**src/logic/upc_map.svh**
```systemverilog
// Offsets, field positions, reset values and per-port layout of the USB port PHY control registers
`ifndef UPC_MAP_SVH
`define UPC_MAP_SVH

// ============================================================
// Register byte offsets in configuration space
// ============================================================
`define UPC_OFF_USB_CTRL      12'h0e0
`define UPC_OFF_TX_CTRL       12'h0e4
`define UPC_OFF_EQ_CTRL       12'h0e8
`define UPC_OFF_OVR_CTRL      12'h0ec

// ============================================================
// Reset values
// ============================================================
`define UPC_RST_USB_CTRL      32'h0000_0000
`define UPC_RST_TX_CTRL       32'h0000_0000
`define UPC_RST_EQ_CTRL       32'h0000_0000
`define UPC_RST_OVR_CTRL      32'h0000_0000

// ============================================================
// General control field positions
// ============================================================
`define UPC_BIT_SSC_DIS       31
`define UPC_BIT_FREQ_COMMIT   30
`define UPC_POS_PLL_HI        29
`define UPC_POS_PLL_LO        24
`define UPC_BIT_MSGX_HIDE     23
`define UPC_BIT_PWR_POL       22
`define UPC_BIT_PSW_ABSENT    16
`define UPC_POS_OFF_LO        8
`define UPC_POS_SS_FIX_LO     4
`define UPC_POS_HS_FIX_LO     0
`define UPC_BYTE_COMMIT       3

// ============================================================
// Per-port layout: each port owns one byte of the PHY registers
// ============================================================
`define UPC_PORT_STRIDE       8
`define UPC_POS_AMP_LO        4
`define UPC_POS_DE_LO         0
`define UPC_POS_EQ_TRAIN_LO   4
`define UPC_POS_EQ_OPER_LO    0
`define UPC_OVR_DE_BIT        0
`define UPC_OVR_AMP_BIT       1
`define UPC_OVR_EQ_BIT        2
`define UPC_OVR_MASK          32'h0707_0707

`endif

```
**src/logic/upc_pkg.sv**
```systemverilog
// Types shared by the USB port PHY control register bank
`default_nettype none

package upc_pkg;

  // ============================================================
  // Sizes
  // ============================================================
  localparam int unsigned UPC_MAX_PORTS = 4;
  localparam int unsigned UPC_FLD_W     = 4;
  localparam int unsigned UPC_PLL_W     = 6;

  typedef logic [UPC_FLD_W-1:0] upc_fld_t;     // One 4-bit PHY setting

  // Configuration access from the root-complex side, one-cycle request
  typedef struct packed {
    logic        req;     // Access strobe
    logic        we;      // 1 write, 0 read
    logic [11:0] addr;    // Byte address in configuration space
    logic [3:0]  be;      // Byte enables of a write
    logic [31:0] wdata;   // Write data
  } upc_cfg_req_t;

  // Software settings of one port
  typedef struct packed {
    logic     ovr_amp;    // Amplitude override enable
    logic     ovr_de;     // De-emphasis override enable
    logic     ovr_eq;     // Equalizer override enable
    upc_fld_t amp;        // Transmit amplitude value
    upc_fld_t de;         // Transmit de-emphasis value
    upc_fld_t eq_train;   // Equalizer training value
    upc_fld_t eq_oper;    // Equalizer operational value
  } upc_port_cfg_t;

  // Settings actually driven into one port of the PHY
  typedef struct packed {
    upc_fld_t amp;
    upc_fld_t de;
    upc_fld_t eq_train;
    upc_fld_t eq_oper;
  } upc_port_phy_t;

endpackage : upc_pkg

`default_nettype wire

```
**src/logic/upc_regs.sv**
```systemverilog
// USB port and PHY control register bank in configuration space
//
// Summary of operation
// - Bit 31 set stops clock spread spectrum
// - Writing 1 to bit 30 restarts oscillator
// - Bit 30 takes one write per power-up
// - PLL field drives PLL only with strap high
// - PLL field locked once bit 30 set
// - Hide bit blanks MSI-X pointer and BARs
// - Polarity bit picks power pin level, pulldowns
// - Switch-absent bit clears reported power-switch capability
// - Reserved ranges 21:17, 15:12 read zero
// - Port disable bits 11:8 turn ports off
// - Ports 3, 4 inert in two-port variant
// - Bits 7:4 force SuperSpeed removable flag
// - Bits 3:0 force high-speed removable flag
// - Any reset clears non-sticky fields
// - Sticky fields survive fundamental reset only
// - Amplitude override takes per-port amplitude field
// - De-emphasis override takes per-port de-emphasis field
// - Override bit picks default or register amplitude
// - Equalizer override takes training, operational values
`include "upc_map.svh"
`default_nettype none

module upc_regs #(
  parameter int unsigned       NUM_PORTS    = 4,   // 2 for the two-port variant
  parameter upc_pkg::upc_fld_t DEF_AMP      = 4'h0,
  parameter upc_pkg::upc_fld_t DEF_DE       = 4'h0,
  parameter upc_pkg::upc_fld_t DEF_EQ_TRAIN = 4'h0,
  parameter upc_pkg::upc_fld_t DEF_EQ_OPER  = 4'h0
) (
  input  wire logic                  sys_clk_i,
  input  wire logic                  nrst_i,
  input  wire logic                  perst_n_i,
  input  wire logic                  global_reset_n_i,
  input  wire logic                  freq_strap_pin_i,
  input  wire upc_pkg::upc_cfg_req_t cfg_req_i,
  output logic                       cfg_ack_o,
  output logic                       cfg_hit_o,
  output logic [31:0]                cfg_rdata_o,
  input  wire logic [3:0]            port_power_req_i,
  output logic [3:0]                 port_power_out_pin_o,
  output logic                       port_power_pulldown_en_o,
  output logic                       ssc_disable_o,
  output logic                       osc_restart_o,
  output logic [5:0]                 pll_ratio_o,
  output logic [5:0]                 osc_sel_o,
  output logic                       msgx_capability_hide_o,
  output logic                       power_switch_capable_o,
  output logic [3:0]                 port_off_o,
  output logic [3:0]                 ss_port_fixed_o,
  output logic [3:0]                 hs_port_fixed_o,
  output upc_pkg::upc_port_phy_t     port_phy_o [4]
);

  // ============================================================
  // Pin synchronisers
  // ============================================================
  logic [2:0] pins_sync;    // {strap, global reset n, fundamental reset n}
  logic       perst_ok;     // Fundamental reset released
  logic       global_reset_n_ok;      // Global reset released
  logic       strap_s;      // Frequency strap level

  upc_sync #(
    .WIDTH (3)
  ) u_pin_sync (
    .sys_clk_i (sys_clk_i),
    .nrst_i    (nrst_i),
    .async_i   ({freq_strap_pin_i, global_reset_n_i, perst_n_i}),
    .sync_o    (pins_sync)
  );

  assign perst_ok = pins_sync[0];
  assign global_reset_n_ok  = pins_sync[1];
  assign strap_s  = pins_sync[2];

  // ============================================================
  // Register state
  // ============================================================
  logic        ssc_q,     ssc_d;       // Spread-spectrum disable
  logic        commit_q,  commit_d;    // Frequency commit, sticky
  logic [5:0]  pll_q,     pll_d;       // PLL ratio field, sticky
  logic        hide_q,    hide_d;      // MSI-X hide
  logic        pol_q,     pol_d;       // Power pin polarity, sticky
  logic        absent_q,  absent_d;    // Power switch absent
  logic [3:0]  off_q,     off_d;       // Per-port disables
  logic [3:0]  ssfix_q,   ssfix_d;     // SuperSpeed non-removable
  logic [3:0]  hsfix_q,   hsfix_d;     // High-speed non-removable
  logic [31:0] tx_q,      tx_d;        // Amplitude and de-emphasis
  logic [31:0] eq_q,      eq_d;        // Equalizer values
  logic [31:0] ovr_q,     ovr_d;       // Override enables
  logic        once_q,    once_d;      // Commit chance used; only power-on clears it
  logic        restart_q, restart_d;   // Oscillator restart pulse
  logic        ack_q,     ack_d;
  logic        hit_q,     hit_d;
  logic [31:0] rdata_q,   rdata_d;

  logic        wr_usb;                 // Write strobes per register
  logic        wr_tx;
  logic        wr_eq;
  logic        wr_ovr;
  logic [31:0] usb_view;               // Readback of the general register
  logic [31:0] usb_new;                // General register after byte merge

  // Byte-enable merge of a configuration write
  function automatic logic [31:0] merge(input logic [31:0] old_v, input logic [31:0] new_v,
                                        input logic [3:0] be);
    logic [31:0] res;
    res = old_v;
    for (int b = 0; b < 4; b++)
    begin
      if (be[b])
      begin
        res[8*b +: 8] = new_v[8*b +: 8];
      end
    end
    return res;
  endfunction : merge

  // Reserved ranges are not stored, so they always read zero
  assign usb_view = {ssc_q, commit_q, pll_q, hide_q, pol_q, 5'h00,
                     absent_q, 4'h0, off_q, ssfix_q, hsfix_q};
  assign usb_new  = merge(usb_view, cfg_req_i.wdata, cfg_req_i.be);

  assign wr_usb = cfg_req_i.req && cfg_req_i.we && (cfg_req_i.addr == `UPC_OFF_USB_CTRL);
  assign wr_tx  = cfg_req_i.req && cfg_req_i.we && (cfg_req_i.addr == `UPC_OFF_TX_CTRL);
  assign wr_eq  = cfg_req_i.req && cfg_req_i.we && (cfg_req_i.addr == `UPC_OFF_EQ_CTRL);
  assign wr_ovr = cfg_req_i.req && cfg_req_i.we && (cfg_req_i.addr == `UPC_OFF_OVR_CTRL);

  // ============================================================
  // Register next values: writes, then the synchronous resets
  // ============================================================
  always_comb
  begin
    ssc_d     = ssc_q;
    commit_d  = commit_q;
    pll_d     = pll_q;
    hide_d    = hide_q;
    pol_d     = pol_q;
    absent_d  = absent_q;
    off_d     = off_q;
    ssfix_d   = ssfix_q;
    hsfix_d   = hsfix_q;
    tx_d      = tx_q;
    eq_d      = eq_q;
    ovr_d     = ovr_q;
    once_d    = once_q;
    restart_d = 1'b0;
    if (wr_usb)
    begin
      ssc_d    = usb_new[`UPC_BIT_SSC_DIS];
      hide_d   = usb_new[`UPC_BIT_MSGX_HIDE];
      pol_d    = usb_new[`UPC_BIT_PWR_POL];
      absent_d = usb_new[`UPC_BIT_PSW_ABSENT];
      off_d    = usb_new[`UPC_POS_OFF_LO +: 4];
      ssfix_d  = usb_new[`UPC_POS_SS_FIX_LO +: 4];
      hsfix_d  = usb_new[`UPC_POS_HS_FIX_LO +: 4];
      // The ratio may still change in the very write that commits it
      if (!commit_q)
      begin
        pll_d = usb_new[`UPC_POS_PLL_HI:`UPC_POS_PLL_LO];
      end
      // Only the first write of 1 lands; later ones are dropped silently
      if (cfg_req_i.be[`UPC_BYTE_COMMIT] && cfg_req_i.wdata[`UPC_BIT_FREQ_COMMIT] && !once_q)
      begin
        commit_d  = 1'b1;
        once_d    = 1'b1;
        restart_d = 1'b1;
      end
    end
    if (wr_tx)
    begin
      tx_d = merge(tx_q, cfg_req_i.wdata, cfg_req_i.be);
    end
    if (wr_eq)
    begin
      eq_d = merge(eq_q, cfg_req_i.wdata, cfg_req_i.be);
    end
    if (wr_ovr)
    begin
      ovr_d = merge(ovr_q, cfg_req_i.wdata, cfg_req_i.be) & `UPC_OVR_MASK;
    end
    // Either reset pin clears the ordinary fields
    if (!perst_ok || !global_reset_n_ok)
    begin
      ssc_d     = 1'b0;
      hide_d    = 1'b0;
      absent_d  = 1'b0;
      off_d     = 4'h0;
      ssfix_d   = 4'h0;
      hsfix_d   = 4'h0;
      tx_d      = `UPC_RST_TX_CTRL;
      eq_d      = `UPC_RST_EQ_CTRL;
      ovr_d     = `UPC_RST_OVR_CTRL;
      restart_d = 1'b0;
    end
    // Sticky fields follow the global reset alone
    if (!global_reset_n_ok)
    begin
      commit_d = 1'b0;
      pll_d    = 6'h00;
      pol_d    = 1'b0;
    end
  end

  // Power-on clears everything, the write-once history included
  always_ff @(posedge sys_clk_i or negedge nrst_i)
  begin
    if (!nrst_i)
    begin
      {ssc_q, commit_q, pll_q, hide_q, pol_q} <= 10'h000;
      {absent_q, off_q, ssfix_q, hsfix_q}     <= 13'h0000;
      tx_q      <= `UPC_RST_TX_CTRL;
      eq_q      <= `UPC_RST_EQ_CTRL;
      ovr_q     <= `UPC_RST_OVR_CTRL;
      once_q    <= 1'b0;
      restart_q <= 1'b0;
    end
    else
    begin
      ssc_q     <= ssc_d;
      commit_q  <= commit_d;
      pll_q     <= pll_d;
      hide_q    <= hide_d;
      pol_q     <= pol_d;
      absent_q  <= absent_d;
      off_q     <= off_d;
      ssfix_q   <= ssfix_d;
      hsfix_q   <= hsfix_d;
      tx_q      <= tx_d;
      eq_q      <= eq_d;
      ovr_q     <= ovr_d;
      once_q    <= once_d;
      restart_q <= restart_d;
    end
  end

  // ============================================================
  // Read and acknowledge, one cycle after the request
  // ============================================================
  always_comb
  begin
    ack_d   = cfg_req_i.req;
    hit_d   = 1'b0;
    rdata_d = 32'h0000_0000;
    if (cfg_req_i.req)
    begin
      case (cfg_req_i.addr)
        `UPC_OFF_USB_CTRL:
        begin
          hit_d   = 1'b1;
          rdata_d = usb_view;
        end
        `UPC_OFF_TX_CTRL:
        begin
          hit_d   = 1'b1;
          rdata_d = tx_q;
        end
        `UPC_OFF_EQ_CTRL:
        begin
          hit_d   = 1'b1;
          rdata_d = eq_q;
        end
        `UPC_OFF_OVR_CTRL:
        begin
          hit_d   = 1'b1;
          rdata_d = ovr_q;
        end
        // Other addresses belong to other banks: no hit, zero data
        default:
        begin
          hit_d   = 1'b0;
          rdata_d = 32'h0000_0000;
        end
      endcase
    end
    if (cfg_req_i.we)
    begin
      rdata_d = 32'h0000_0000;
    end
  end

  always_ff @(posedge sys_clk_i or negedge nrst_i)
  begin
    if (!nrst_i)
    begin
      ack_q   <= 1'b0;
      hit_q   <= 1'b0;
      rdata_q <= 32'h0000_0000;
    end
    else
    begin
      ack_q   <= ack_d;
      hit_q   <= hit_d;
      rdata_q <= rdata_d;
    end
  end

  assign cfg_ack_o   = ack_q;
  assign cfg_hit_o   = hit_q;
  assign cfg_rdata_o = rdata_q;

  // ============================================================
  // Control outputs except the restart pulse, registered once more so every pin is a flop
  // ============================================================
  logic [3:0] present;      // Ports that exist in this variant
  logic [3:0] pin_q,  pin_d;
  logic       pd_q,   pd_d;
  logic       sscd_q, sscd_d;
  logic [5:0] pllo_q, pllo_d;
  logic [5:0] osc_q,  osc_d;
  logic       hido_q, hido_d;
  logic       cap_q,  cap_d;
  logic [3:0] offo_q, offo_d;
  logic [3:0] ssf_q,  ssf_d;
  logic [3:0] hsf_q,  hsf_d;

  always_comb
  begin
    for (int p = 0; p < 4; p++)
    begin
      present[p] = (p < NUM_PORTS);
    end
    // Absent ports hold their pin at the inactive level
    pin_d  = pol_q ? (port_power_req_i & present) : ~(port_power_req_i & present);
    pd_d   = ~pol_q;
    sscd_d = ssc_q;
    pllo_d = strap_s ? pll_q : 6'h00;
    osc_d  = strap_s ? pll_q : 6'h00;
    hido_d = hide_q;
    cap_d  = ~absent_q;
    offo_d = off_q & present;
    ssf_d  = ssfix_q & present;
    hsf_d  = hsfix_q & present;
  end

  // Pins start inactive high with pulldowns on, as polarity 0 asks
  always_ff @(posedge sys_clk_i or negedge nrst_i)
  begin
    if (!nrst_i)
    begin
      pin_q  <= 4'hf;
      pd_q   <= 1'b1;
      sscd_q <= 1'b0;
      pllo_q <= 6'h00;
      osc_q  <= 6'h00;
      hido_q <= 1'b0;
      cap_q  <= 1'b1;
      offo_q <= 4'h0;
      ssf_q  <= 4'h0;
      hsf_q  <= 4'h0;
    end
    else
    begin
      pin_q  <= pin_d;
      pd_q   <= pd_d;
      sscd_q <= sscd_d;
      pllo_q <= pllo_d;
      osc_q  <= osc_d;
      hido_q <= hido_d;
      cap_q  <= cap_d;
      offo_q <= offo_d;
      ssf_q  <= ssf_d;
      hsf_q  <= hsf_d;
    end
  end

  assign port_power_out_pin_o     = pin_q;
  assign port_power_pulldown_en_o = pd_q;
  assign ssc_disable_o            = sscd_q;
  assign osc_restart_o            = restart_q;
  assign pll_ratio_o              = pllo_q;
  assign osc_sel_o                = osc_q;
  assign msgx_capability_hide_o   = hido_q;
  assign power_switch_capable_o   = cap_q;
  assign port_off_o               = offo_q;
  assign ss_port_fixed_o          = ssf_q;
  assign hs_port_fixed_o          = hsf_q;

  // ============================================================
  // Per-port PHY setting selection
  // ============================================================
  for (genvar g = 0; g < 4; g++)
  begin : g_port
    upc_pkg::upc_port_cfg_t pcfg;   // Slice of the three PHY registers

    assign pcfg.ovr_amp  = ovr_q[g*`UPC_PORT_STRIDE + `UPC_OVR_AMP_BIT];
    assign pcfg.ovr_de   = ovr_q[g*`UPC_PORT_STRIDE + `UPC_OVR_DE_BIT];
    assign pcfg.ovr_eq   = ovr_q[g*`UPC_PORT_STRIDE + `UPC_OVR_EQ_BIT];
    assign pcfg.amp      = tx_q[g*`UPC_PORT_STRIDE + `UPC_POS_AMP_LO +: 4];
    assign pcfg.de       = tx_q[g*`UPC_PORT_STRIDE + `UPC_POS_DE_LO +: 4];
    assign pcfg.eq_train = eq_q[g*`UPC_PORT_STRIDE + `UPC_POS_EQ_TRAIN_LO +: 4];
    assign pcfg.eq_oper  = eq_q[g*`UPC_PORT_STRIDE + `UPC_POS_EQ_OPER_LO +: 4];

    upc_phy_sel #(
      .DEF_AMP      (DEF_AMP),
      .DEF_DE       (DEF_DE),
      .DEF_EQ_TRAIN (DEF_EQ_TRAIN),
      .DEF_EQ_OPER  (DEF_EQ_OPER)
    ) u_sel (
      .sys_clk_i (sys_clk_i),
      .nrst_i    (nrst_i),
      .present_i (present[g]),
      .cfg_i     (pcfg),
      .phy_o     (port_phy_o[g])
    );
  end

endmodule : upc_regs

`default_nettype wire

```
**src/logic/upc_sync.sv**
```systemverilog
// Two-flop synchroniser for pin-level inputs
`default_nettype none

module upc_sync #(
  parameter int unsigned WIDTH = 1
) (
  input  wire logic             sys_clk_i,
  input  wire logic             nrst_i,
  input  wire logic [WIDTH-1:0] async_i,
  output logic      [WIDTH-1:0] sync_o
);

  // ============================================================
  // Metastability stages
  // ============================================================
  logic [WIDTH-1:0] meta_q;   // First stage, read only by the second
  logic [WIDTH-1:0] meta_d;
  logic [WIDTH-1:0] sync_q;   // Second stage, safe to use
  logic [WIDTH-1:0] sync_d;

  // Next values: a plain shift
  always_comb
  begin
    meta_d = async_i;
    sync_d = meta_q;
  end

  // Reset low so that reset pins read as asserted until proven released
  always_ff @(posedge sys_clk_i or negedge nrst_i)
  begin
    if (!nrst_i)
    begin
      meta_q <= '0;
      sync_q <= '0;
    end
    else
    begin
      meta_q <= meta_d;
      sync_q <= sync_d;
    end
  end

  assign sync_o = sync_q;

endmodule : upc_sync

`default_nettype wire

```
**src/logic/upc_phy_sel.sv**
```systemverilog
// Per-port choice between built-in PHY defaults and software values
`default_nettype none

module upc_phy_sel #(
  parameter upc_pkg::upc_fld_t DEF_AMP      = 4'h0,
  parameter upc_pkg::upc_fld_t DEF_DE       = 4'h0,
  parameter upc_pkg::upc_fld_t DEF_EQ_TRAIN = 4'h0,
  parameter upc_pkg::upc_fld_t DEF_EQ_OPER  = 4'h0
) (
  input  wire logic                   sys_clk_i,
  input  wire logic                   nrst_i,
  input  wire logic                   present_i,
  input  wire upc_pkg::upc_port_cfg_t cfg_i,
  output upc_pkg::upc_port_phy_t      phy_o
);

  // ============================================================
  // Selection
  // ============================================================
  upc_pkg::upc_port_phy_t phy_q;   // Registered so the PHY sees no glitch
  upc_pkg::upc_port_phy_t phy_d;

  // An absent port keeps its defaults whatever is stored for it
  always_comb
  begin
    phy_d.amp      = DEF_AMP;
    phy_d.de       = DEF_DE;
    phy_d.eq_train = DEF_EQ_TRAIN;
    phy_d.eq_oper  = DEF_EQ_OPER;
    if (present_i && cfg_i.ovr_amp)
    begin
      phy_d.amp = cfg_i.amp;
    end
    if (present_i && cfg_i.ovr_de)
    begin
      phy_d.de = cfg_i.de;
    end
    if (present_i && cfg_i.ovr_eq)
    begin
      phy_d.eq_train = cfg_i.eq_train;
      phy_d.eq_oper  = cfg_i.eq_oper;
    end
  end

  // Output register, defaults from power-on
  always_ff @(posedge sys_clk_i or negedge nrst_i)
  begin
    if (!nrst_i)
    begin
      phy_q <= {DEF_AMP, DEF_DE, DEF_EQ_TRAIN, DEF_EQ_OPER};
    end
    else
    begin
      phy_q <= phy_d;
    end
  end

  assign phy_o = phy_q;

endmodule : upc_phy_sel

`default_nettype wire

```
**config.mk**
```make
export PLATFORM = sky130hd
export DESIGN_NAME = upc_regs
export DESIGN_NICKNAME = d
export VERILOG_FILES = /design/src/logic/upc_pkg.sv /design/src/logic/upc_regs.sv /design/src/logic/upc_sync.sv /design/src/logic/upc_phy_sel.sv
export VERILOG_INCLUDE_DIRS = /design/src /design/src/logic
export SDC_FILE = /design/constraint.sdc
export NUM_CORES = 1
export LEC_CHECK = 0
export ABC_AREA = 1
export BUFFER_PORTS_ARGS = -buffer_cell sky130_fd_sc_hd__buf_2
export CAP_MARGIN = 40
export CELL_PAD_IN_SITES_DETAIL_PLACEMENT = 0
export CELL_PAD_IN_SITES_GLOBAL_PLACEMENT = 1
export CORE_MARGIN = 1
export CORE_UTILIZATION = 46
export CTS_BUF_LIST = sky130_fd_sc_hd__clkbuf_8
export DETAILED_ROUTE_END_ITERATION = 6
export GPL_ROUTABILITY_DRIVEN = 0
export PLACE_DENSITY = 0.88
export SLEW_MARGIN = 20
export SYNTH_ARGS = -nofsm -noshare
export SYNTH_HDL_FRONTEND = slang
export SYNTH_SLANG_ARGS = --single-unit
```
**constraint.sdc**
```tcl
create_clock -name sys_clk_i -period 3.2 [get_ports sys_clk_i]
set_input_delay 0.32 -clock sys_clk_i [delete_from_list [all_inputs] [get_ports sys_clk_i]]
set_output_delay 0.32 -clock sys_clk_i [all_outputs]
set_load 0.03 [all_outputs]
```
Word-level counts from Yosys, hierarchy flattened
Cells that the tools add are included.
Storage, ports and cells
  output and inout port bits: 131
  logic and storage cells: 165
  register bits: 251
  input port bits: 59
Cells by class
  reduce and logical (&&, ||, !) cells: 40
  equality and inequality tests: 9
  mux-type cells: 59
  bitwise operators: 3
Operator list (count)
  32-bit two-way mux: 8
  32-bit one-hot mux with 4 select lines: 1
  8-bit two-way mux: 10
  4-bit two-way mux: 16
  12-bit by 8-bit equality test with 1-bit output (second input constant): 4
  2-bit AND reduction: 19
  6-bit two-way mux: 4
  1-bit two-way mux: 16
  2-bit nonzero test: 8
  3-bit two-way mux: 4
  2-bit != test (second input constant): 5
  1-bit logical AND: 7
  4-bit NOT: 1
  4-bit OR reduction: 1
  1-bit zero test: 3
  3-bit AND reduction: 1
  1-bit NOT: 2
  1-bit logical OR: 1

Logic depth before layout (Yosys ltp)
Gate-level depths: netlist (run 1).
  depth in word-level cells: 5
  gate-level depth with buffers: 11
  depth with buffers taken out: 9

Hierarchy
Synthesis (run 1) repeated with hierarchy kept, for this count alone.
Second synthesis, totals
  cells, all modules: 1069
  area total of the unflattened synthesis: 9434.0 um2
Modules (own cells, without submodules)
  upc_regs: area each 7156.9 um2, cells an instance 859, times used 1, seq. area each 4036.4 um2
  upc_phy_sel: area each 531.8 um2, cells an instance 51, times used 4, seq. area each 400.4 um2
  upc_sync: area each 150.1 um2, cells an instance 6, times used 1, seq. area each 150.1 um2

Least setup slack after synthesis (run 1)
No wires, ideal clock.
  path type: input to register
  start: input port cfg_req_i[37] in the netlist's numbering
  end: register eq_q[6]
  stages: 9
  arrival: 1.275 ns
  setup slack: 1.808 ns
  path buffers: 1
  library setup time: 0.117 ns
  required time: 3.083 ns
  cells stage by stage: nor2_2 > nand2_1 > nor2_4 > nand3_1 > nand2_2 > buf_6 > nand2_4 > nand2_1 > nand2_1
On the way
  longest elaborated chain between the ends: 4
RTL lines
  start: declaration: RTL line upc_regs.sv:38  | input wire upc_pkg::upc_cfg_req_t cfg_req_i,
  12-bit by 8-bit equality test with 1-bit output
  1-bit logical AND: RTL line upc_regs.sv:128  | assign wr_eq = cfg_req_i.req && cfg_req_i.we && (cfg_req_i.addr == `UPC_OFF_EQ_CTRL);
  2-bit nonzero test (no source line)
  2-bit AND reduction (no source line)
  end signal: assignment: RTL line upc_regs.sv:215  | eq_q <= `UPC_RST_EQ_CTRL;
  end signal: assignment: RTL line upc_regs.sv:232  | eq_q <= eq_d;
  end: declaration: RTL line upc_regs.sv:91  | logic [31:0] eq_q, eq_d;
No other way between the ends.
A chain may end at the register's enable or synchronous reset.

Final worst setup path (run 1)
  start: register u_pin_sync.sync_q[1], in the netlist u_pin_sync.sync_o[1]
  end: register eq_q[10]
On the way
  longest elaborated chain between the ends: 4
  elaborated cells on any way between the ends: 6
  those cells by class: 1 x mux; 5 x reduce/logical
RTL lines
  start: declaration: RTL line upc_sync.sv:18  | logic [WIDTH-1:0] sync_q;
  start signal: assignment: RTL line upc_sync.sv:39  | sync_q <= sync_d;
  1-bit zero test *
  1-bit logical OR *: RTL line upc_regs.sv:185  | if (!perst_ok || !global_reset_n_ok)
  2-bit nonzero test (no source line)
  2-bit AND reduction (no source line)
Mark *: on every way between the ends. The rest lies on a longest branch, timed or not.

==> summary.txt, run 1 <==
Status = complete, no violations
Commonest register cell after synthesis = dfrtp_1
GR Overflow Total = 0
CTS Root Cell = clkbuf_8
RR Endpoint = eq_q[10]
Core Region = 19700 um^2
Initial antenna violation count = 2
DR DRC count = 0
Worst r2r path cells = 6
WHS Endpoint = tx_q[21]
Post-Syn Area = 9380 um^2
Via density per instance = 4.83
Hold Path Origin = cfg_req_i[21]
Unique cell type count in the Yosys netlist = 25
Routed WL per cell = 15.3 um
Synth area leader = dfrtp_1
Global-route wire length before repair = 37900 um
Syn_nets = 1121
Total power = 6.21 mW
Nets@finish = 1321
Fin area = 11400 um^2
Area Overhead vs Synth = 21.5%
Yosys warns = 0
Number of global-route vias before repair = 7175
Total CTS buffers = 38
Total Neg Setup Slack = 0 ps
Worst-path clk slew = 70 ps
Synth cell count leaders = nand2_1 (356), dfrtp_1 (225), nand3_1 (192), inv_1 (130), nor2_1 (58)
Share of cells above drive strength 1 = 22.2%
I/O pin count = 190
Top-area cell type share of the netlist area = 60.0%
Max_slew headroom = 49.9%
Post-synth ARST share = 100%
Initial DRC Count = 610
Initial Util = 47.6%
Synth Register Bits = 231
Critical Path End Type = register
HP Class = input pin to register
CP Max Fanout = 33
Area of the multi-input gates = 2800 um^2
Antenna viol nets, final = 0
Filler cells = 1808
Max Cap Viol = 0
Hold Crit Depth = 5
Post-Synthesis Cells = 1062
Worst clock skew = 13.2 ps
WP data arrival = 2890 ps
Proportion of synthesized chip area in sequential cells = 61.7%
Die Width = 145 um
Crit share post-route = 77.7%
Req. time, crit path = 3600 ps
Post-DP HPWL = 15900 um
Worst R2R Start = u_pin_sync.sync_o[1]
Lkg Pwr = 7.15 nW
Vias after detailed routing = 7512
Post-synth EDFFs = 0
Die H = 145 um
Final min period = 2490 ps
CTS sink cnt = 231
Syn Area/Cell = 8.83 um^2
# setup viols final = 0
Top post-synthesis cells by area = dfrtp_1 (60%), nand2_1 (14%), nand3_1 (10%)
Pre-antenna DRT Iters = 7
RSZ-0062 raised after global routing = false
PD cells = 544 nW/um^2
Post-Route WL = 23700 um
Resized cells post-CTS = 0
Clock Tree Buf Depth = 3
IO Port Bufs = 189
Final Slew Violations = 0
Maximum VDD drop = 0.285 mV
H-tree level count = 2
TritonCTS clock tree = yes
FMAX = 402 MHz
R2R setup slack = 710 ps
WS Path Type = register to register
Pin count of the biggest net entering global routing = 94
Clk Latency, worst-skew pair = 520 ps
Placement row count = 51
Die ar. = 21000 um^2
Post-place instance area = 10500 um^2
Critical path launch point type = register
Most common cell in the netlist = nand2_1
Slew @ Worst Pin = 749 ps
Final Hold Vio Count = 0
Storage cell area = 5790 um^2
Global Route Usage Sum = 23.7%
==> registers in the layout (all words and copies together), names as in the netlist, 4 cells and up <==
signal,flops
ss_port_fixed_o,4
port_power_out_pin_o,4
g_port.u_sel.phy_o,64
osc_sel_o,6
port_off_o,4
off_q,4
ovr_q,12
tx_q,32
cfg_rdata_o,32
ssf_d,4
eq_q,32
pll_q,6
hsf_d,4
hs_port_fixed_o,4
==> cells in the final DEF, fill, tap and decap left out, types with 5 or more instances in the layout <==
cell           instances
dfrtp_1              225
nand2_1              356
buf_4                 12
nand2_2                6
a21oi_1                8
nor3_1                 5
nor2_1                58
clkbuf_8              49
buf_2                188
dlygate4sd3_1          9
clkinv_2               5
nand3_1              192
nor2_4                 5
inv_1                141
dfstp_2                6
==> cells by family after synthesis <==
kind of cell / count (synthesis) / share of synthesized area, %
simple gates: 633 / 29.0
flops: 231 / 61.7
compound gates: 8 / 0.427
buf+inv: 186 / 8.51
xor+xnor: 4 / 0.373
==> report_power, final <==
group,internal (mW),switching (mW)
registers,3.02,0.0870
logic,0.123,0.305
clock network,1.53,1.14
==> through the flow <==
stage | hold slack [ps] | util, % | instances | setup WS [ps]
6_report | 146 | 57.8 | 1555 | 712
5_1_grt | 136 | 57.8 | 1555 | 561
4_1_cts | 118 | 57.8 | 1554 | 741
3_5_place_dp | 335 | 53.3 | 1478 | 746
3_3_place_gp | 334 | 53.3 | 1478 | 854
2_1_floorplan | 24.4 | - | 1062 | 1810
==> routing by layer <==
layer / up-vias / share of wire (%) / track usage (%)
met4: 2 / 2.1 / 8.09
met3: 38 / 5.9 / 4.38
met1: 3572 / 45 / 32.7
met5: - / 0.051 / 0
met2: 231 / 47 / 37.7
li1: 3669 / - / -
==> worst max-delay path, cell delays in order, from the launching register on <==
cell and delay (ps):
dfrtp_1 530, nand2_2 450, inv_2 160, nand2_2 590, nand2_1 380, nand2_1 180, nand2_1 60
==> final cells by class <==
type | instances | area share [%]
antenna | 1 | 0.0219
clock buffer | 49 | 5.91
clock inverter | 18 | 1.11
inverter | 134 | 4.41
multi-input combinational | 645 | 24.6
sequential | 231 | 50.8
tap | 265 | 2.91
timing repair buffer | 212 | 10.3
==> worst max-delay path by stage <==
stage                                    start       end  slack, ps
final                     u_pin_sync.sync_o[1]  eq_q[10]        710
after floorplan                  cfg_req_i[37]   eq_q[6]       1810
after detailed placement         cfg_req_i[40]  eq_q[18]        750
after global placement           cfg_req_i[47]  eq_q[15]        850
after CTS                 u_pin_sync.sync_o[1]  eq_q[10]        740
after global routing      u_pin_sync.sync_o[1]  eq_q[10]        560
==> repair_timing <==
item	CTS	global route
setup buffers	0	0
endpoints found under the hold margin	91	0
hold buffers	9	0
Note: power is estimated with default switching activity, not from simulation.
==> inputs of run 2 (changes only) <==
--- a/config.mk
+++ b/config.mk
@@ -12,11 +12,11 @@
 export CELL_PAD_IN_SITES_DETAIL_PLACEMENT = 0
 export CELL_PAD_IN_SITES_GLOBAL_PLACEMENT = 1
 export CORE_MARGIN = 1
-export CORE_UTILIZATION = 46
+export CORE_UTILIZATION = 38
 export CTS_BUF_LIST = sky130_fd_sc_hd__clkbuf_8
 export DETAILED_ROUTE_END_ITERATION = 6
 export GPL_ROUTABILITY_DRIVEN = 0
-export PLACE_DENSITY = 0.88
+export PLACE_DENSITY = 0.77
 export SLEW_MARGIN = 20
 export SYNTH_ARGS = -nofsm -noshare
 export SYNTH_HDL_FRONTEND = slang
==> constraint.sdc (replaced) <==
create_clock -name sys_clk_i -period 2.1 [get_ports sys_clk_i]
set_input_delay 0.21 -clock sys_clk_i [delete_from_list [all_inputs] [get_ports sys_clk_i]]
set_output_delay 0.21 -clock sys_clk_i [all_outputs]
set_load 0.03 [all_outputs]
==> run 2 against run 1 <==
Effect of this change: clock power is 60% higher; clock skew is 7.3 ps higher; hold slack worse by 120 ps; die area is 21% higher; register-to-register slack worse by 430 ps; non-clock buffer count is 15 higher; sequential power is 52% higher; critical path depth is 1 lower; first-iteration DRC count is 18% lower; sequential share of layout area is 1.1 points lower; clock-buffer cell count stayed put.
==> summary.txt, run 2 (synthesis gave the netlist of run 1 again) <==
Share of cells above drive strength 1 = 23.1% (+0.92 points)
Initial antenna violation count = 1 (-1)
DR DRC count = 0 (unchanged)
Max_slew headroom = 66.7% (+17 points)
Fin worst setup slack = 280 ps (-432 ps)
Final Hold Vio Count = 0 (unchanged)
Post-CTS Setup Inserts = 0 (unchanged)
Filler cells = 2416 (+34%)
CTS sink cnt = 231 (unchanged)
Die Width = 159 um (+9.9%)
PD cells = 832 nW/um^2 (+53%)
Met1 usage = 27.2% (-5.6 points)
Area Overhead vs Synth = 24.1%
Lkg Pwr = 7.25 nW (+1.3%)
CP max stage cell = or2_2
Worst-path clk slew = 60 ps (about the same)
Global-route wire length before repair = 40500 um (+6.9%)
Post-Route WL = 25300 um (+6.8%)
IO Port Bufs = 189 (unchanged)
Antenna viol nets, final = 0 (unchanged)
Commonest cells after routing, fill and taps aside = nand2_1 (356), dfrtp_1 (225), nand3_1 (192)
Via density per instance = 4.67 (-3.3%)
Placement row count = 57 (+12%)
Core Region = 24200 um^2 (+23%)
GRT busiest layer = met2
CTS Root Cell = clkbuf_8
Pin count of the biggest net entering global routing = 57 (-39%)
Post-DP HPWL = 17100 um (+7.6%)
Max Cap Viol = 0 (unchanged)
Total Neg Setup Slack = 0 ps (unchanged)
Crit-path max cell delay = 500 ps (-90 ps)
Top cell by count, worst path = nand2_1
# setup viols final = 0 (unchanged)
CP Max Fanout = 27 (-18%)
Dpl ws = 226 ps (-520 ps)
WS Path Type = register to register
Req. time, crit path = 2520 ps (-1080 ps)
Slew @ Worst Pin = 500 ps (-249 ps)
Met2 Use GR = 33.9% (-3.8 points)
RSZ-0062 raised after global routing = false
Met3 usage = 3.59% (-0.78 points)
GR Overflow Total = 0 (unchanged)
Die H = 159 um (+9.9%)
Resized cells post-CTS = 0 (unchanged)
Critical path launch point type = register
FMAX = 550 MHz (+37%)
Max reg flops = 64 (unchanged)
Pre-antenna DRT Iters = 5 (-2)
Maximum VDD drop = 0.421 mV (+48%)
Critical Path End Type = register
Die ar. = 25300 um^2 (+21%)
Critical Path, Cell by Cell = nand2_2 -> or2_2 -> nand2_1 -> nand2_1 -> nand2_1
Final Slew Violations = 0 (unchanged)
Clock Tree Buf Depth = 3 (unchanged)
Vias after detailed routing = 7627 (+1.5%)
H-tree level count = 2 (unchanged)
Crit share post-route = 86.7% (+8.9 points)
Nets@finish = 1337 (+1.2%)
Initial DRC Count = 503 (-18%)
Routed WL per cell = 15.5 um (+1.7%)
HP Class = input pin to register
WP data arrival = 2240 ps (-650 ps)
TritonCTS clock tree = yes
Status = complete, no violations
Initial Util = 38.7% (-8.9 points)
Clk Latency, worst-skew pair = 530 ps (about the same)
I/O pin count = 190 (unchanged)
Worst clock skew = 20.5 ps (+7.29 ps)
Total CTS buffers = 39 (+2.6%)
Most common cell after layout, fill and taps aside = nand2_1
Final min period = 1820 ps (-668 ps)
Number of global-route vias before repair = 7519 (+4.8%)
Global Route Usage Sum = 20.4% (-3.3 points)
-- run 2: cell types whose count changed in the layout (fill, tap and decap cells not counted), sizes merged --
cell         previous run  this run
clkinvlp                0         1
buf                   203       217
bufinv                  2         3
dlygate4sd3             9        10
inv                   145       146
-- run 2: through the flow --
step | area (um^2) | std cells | hold slack (ps) | total power, mW | utilization, %
after global routing | 11600 | 1632 | 41.3 | 10.1 | 48.0
after CTS | 11600 | 1631 | 1.16 | 9.80 | 48.0
final | 11600 | 1632 | 25.3 | 9.69 | 48.0
after global placement | 10700 | 1551 | 152 | 5.48 | 44.1
after floorplan | 9380 | 1062 | -85.6 | 5.14 | -
after detailed placement | 10700 | 1551 | 149 | 5.49 | 44.1
-- run 2: worst paths after layout --
path | start | to | slack (ps) | depth (start not counted)
max in group asynchronous | nrst_i | port_off_o[2] | 1170 | 3
min in group asynchronous | nrst_i | g_port[2].u_sel.phy_o[10] | 200 | 2
max reg2reg | u_pin_sync.sync_o[1] | tx_q[13] | 280 | 5
min reg2reg | u_pin_sync.meta_q[1] | u_pin_sync.sync_o[1] | 350 | 0
min | cfg_req_i[14] | eq_q[14] | 30 | 5
max | u_pin_sync.sync_o[1] | tx_q[13] | 280 | 5
-- run 2: worst max-delay path, delay by kind of cell (launching register included) --
| family | cells | cell delay (ps) |
|---|---|---|
| flops | 1 | 390 |
| simple gates | 5 | 1310 |
-- run 2: metal layers --
layer | part of all wire [%] | up-vias
met5 | 0 | -
met4 | 1.9 | 0
met3 | 5.1 | 39
met2 | 49 | 239
met1 | 44 | 3650
li1 | - | 3699
-- run 2: repair_timing --
| action | 4_1_cts | 5_1_grt |
|---|---|---|
| endpoints found under the hold margin | 146 | 0 |
| hold buffers | 10 | 0 |
| endpoints found under the setup margin | 0 | 0 |
-- run 2: area by class of cell --
type	instances	area, um^2	share of cell area [%]
diodes	1	2.50	0.0215
clock buffers	49	674	5.79
clock inverters	21	168	1.44
inverters	134	503	4.32
multi-input cells	645	2800	24.1
flip-flops and latches	231	5790	49.7
well taps	324	405	3.48
repair buffers	227	1300	11.2
-- run 2: power by group --
part	switching (mW)	internal [mW]	total (mW)
Sequential	0.131	4.61	4.74
Clock	1.80	2.47	4.27
Combinational	0.479	0.203	0.682
Total	2.41	7.28	9.69
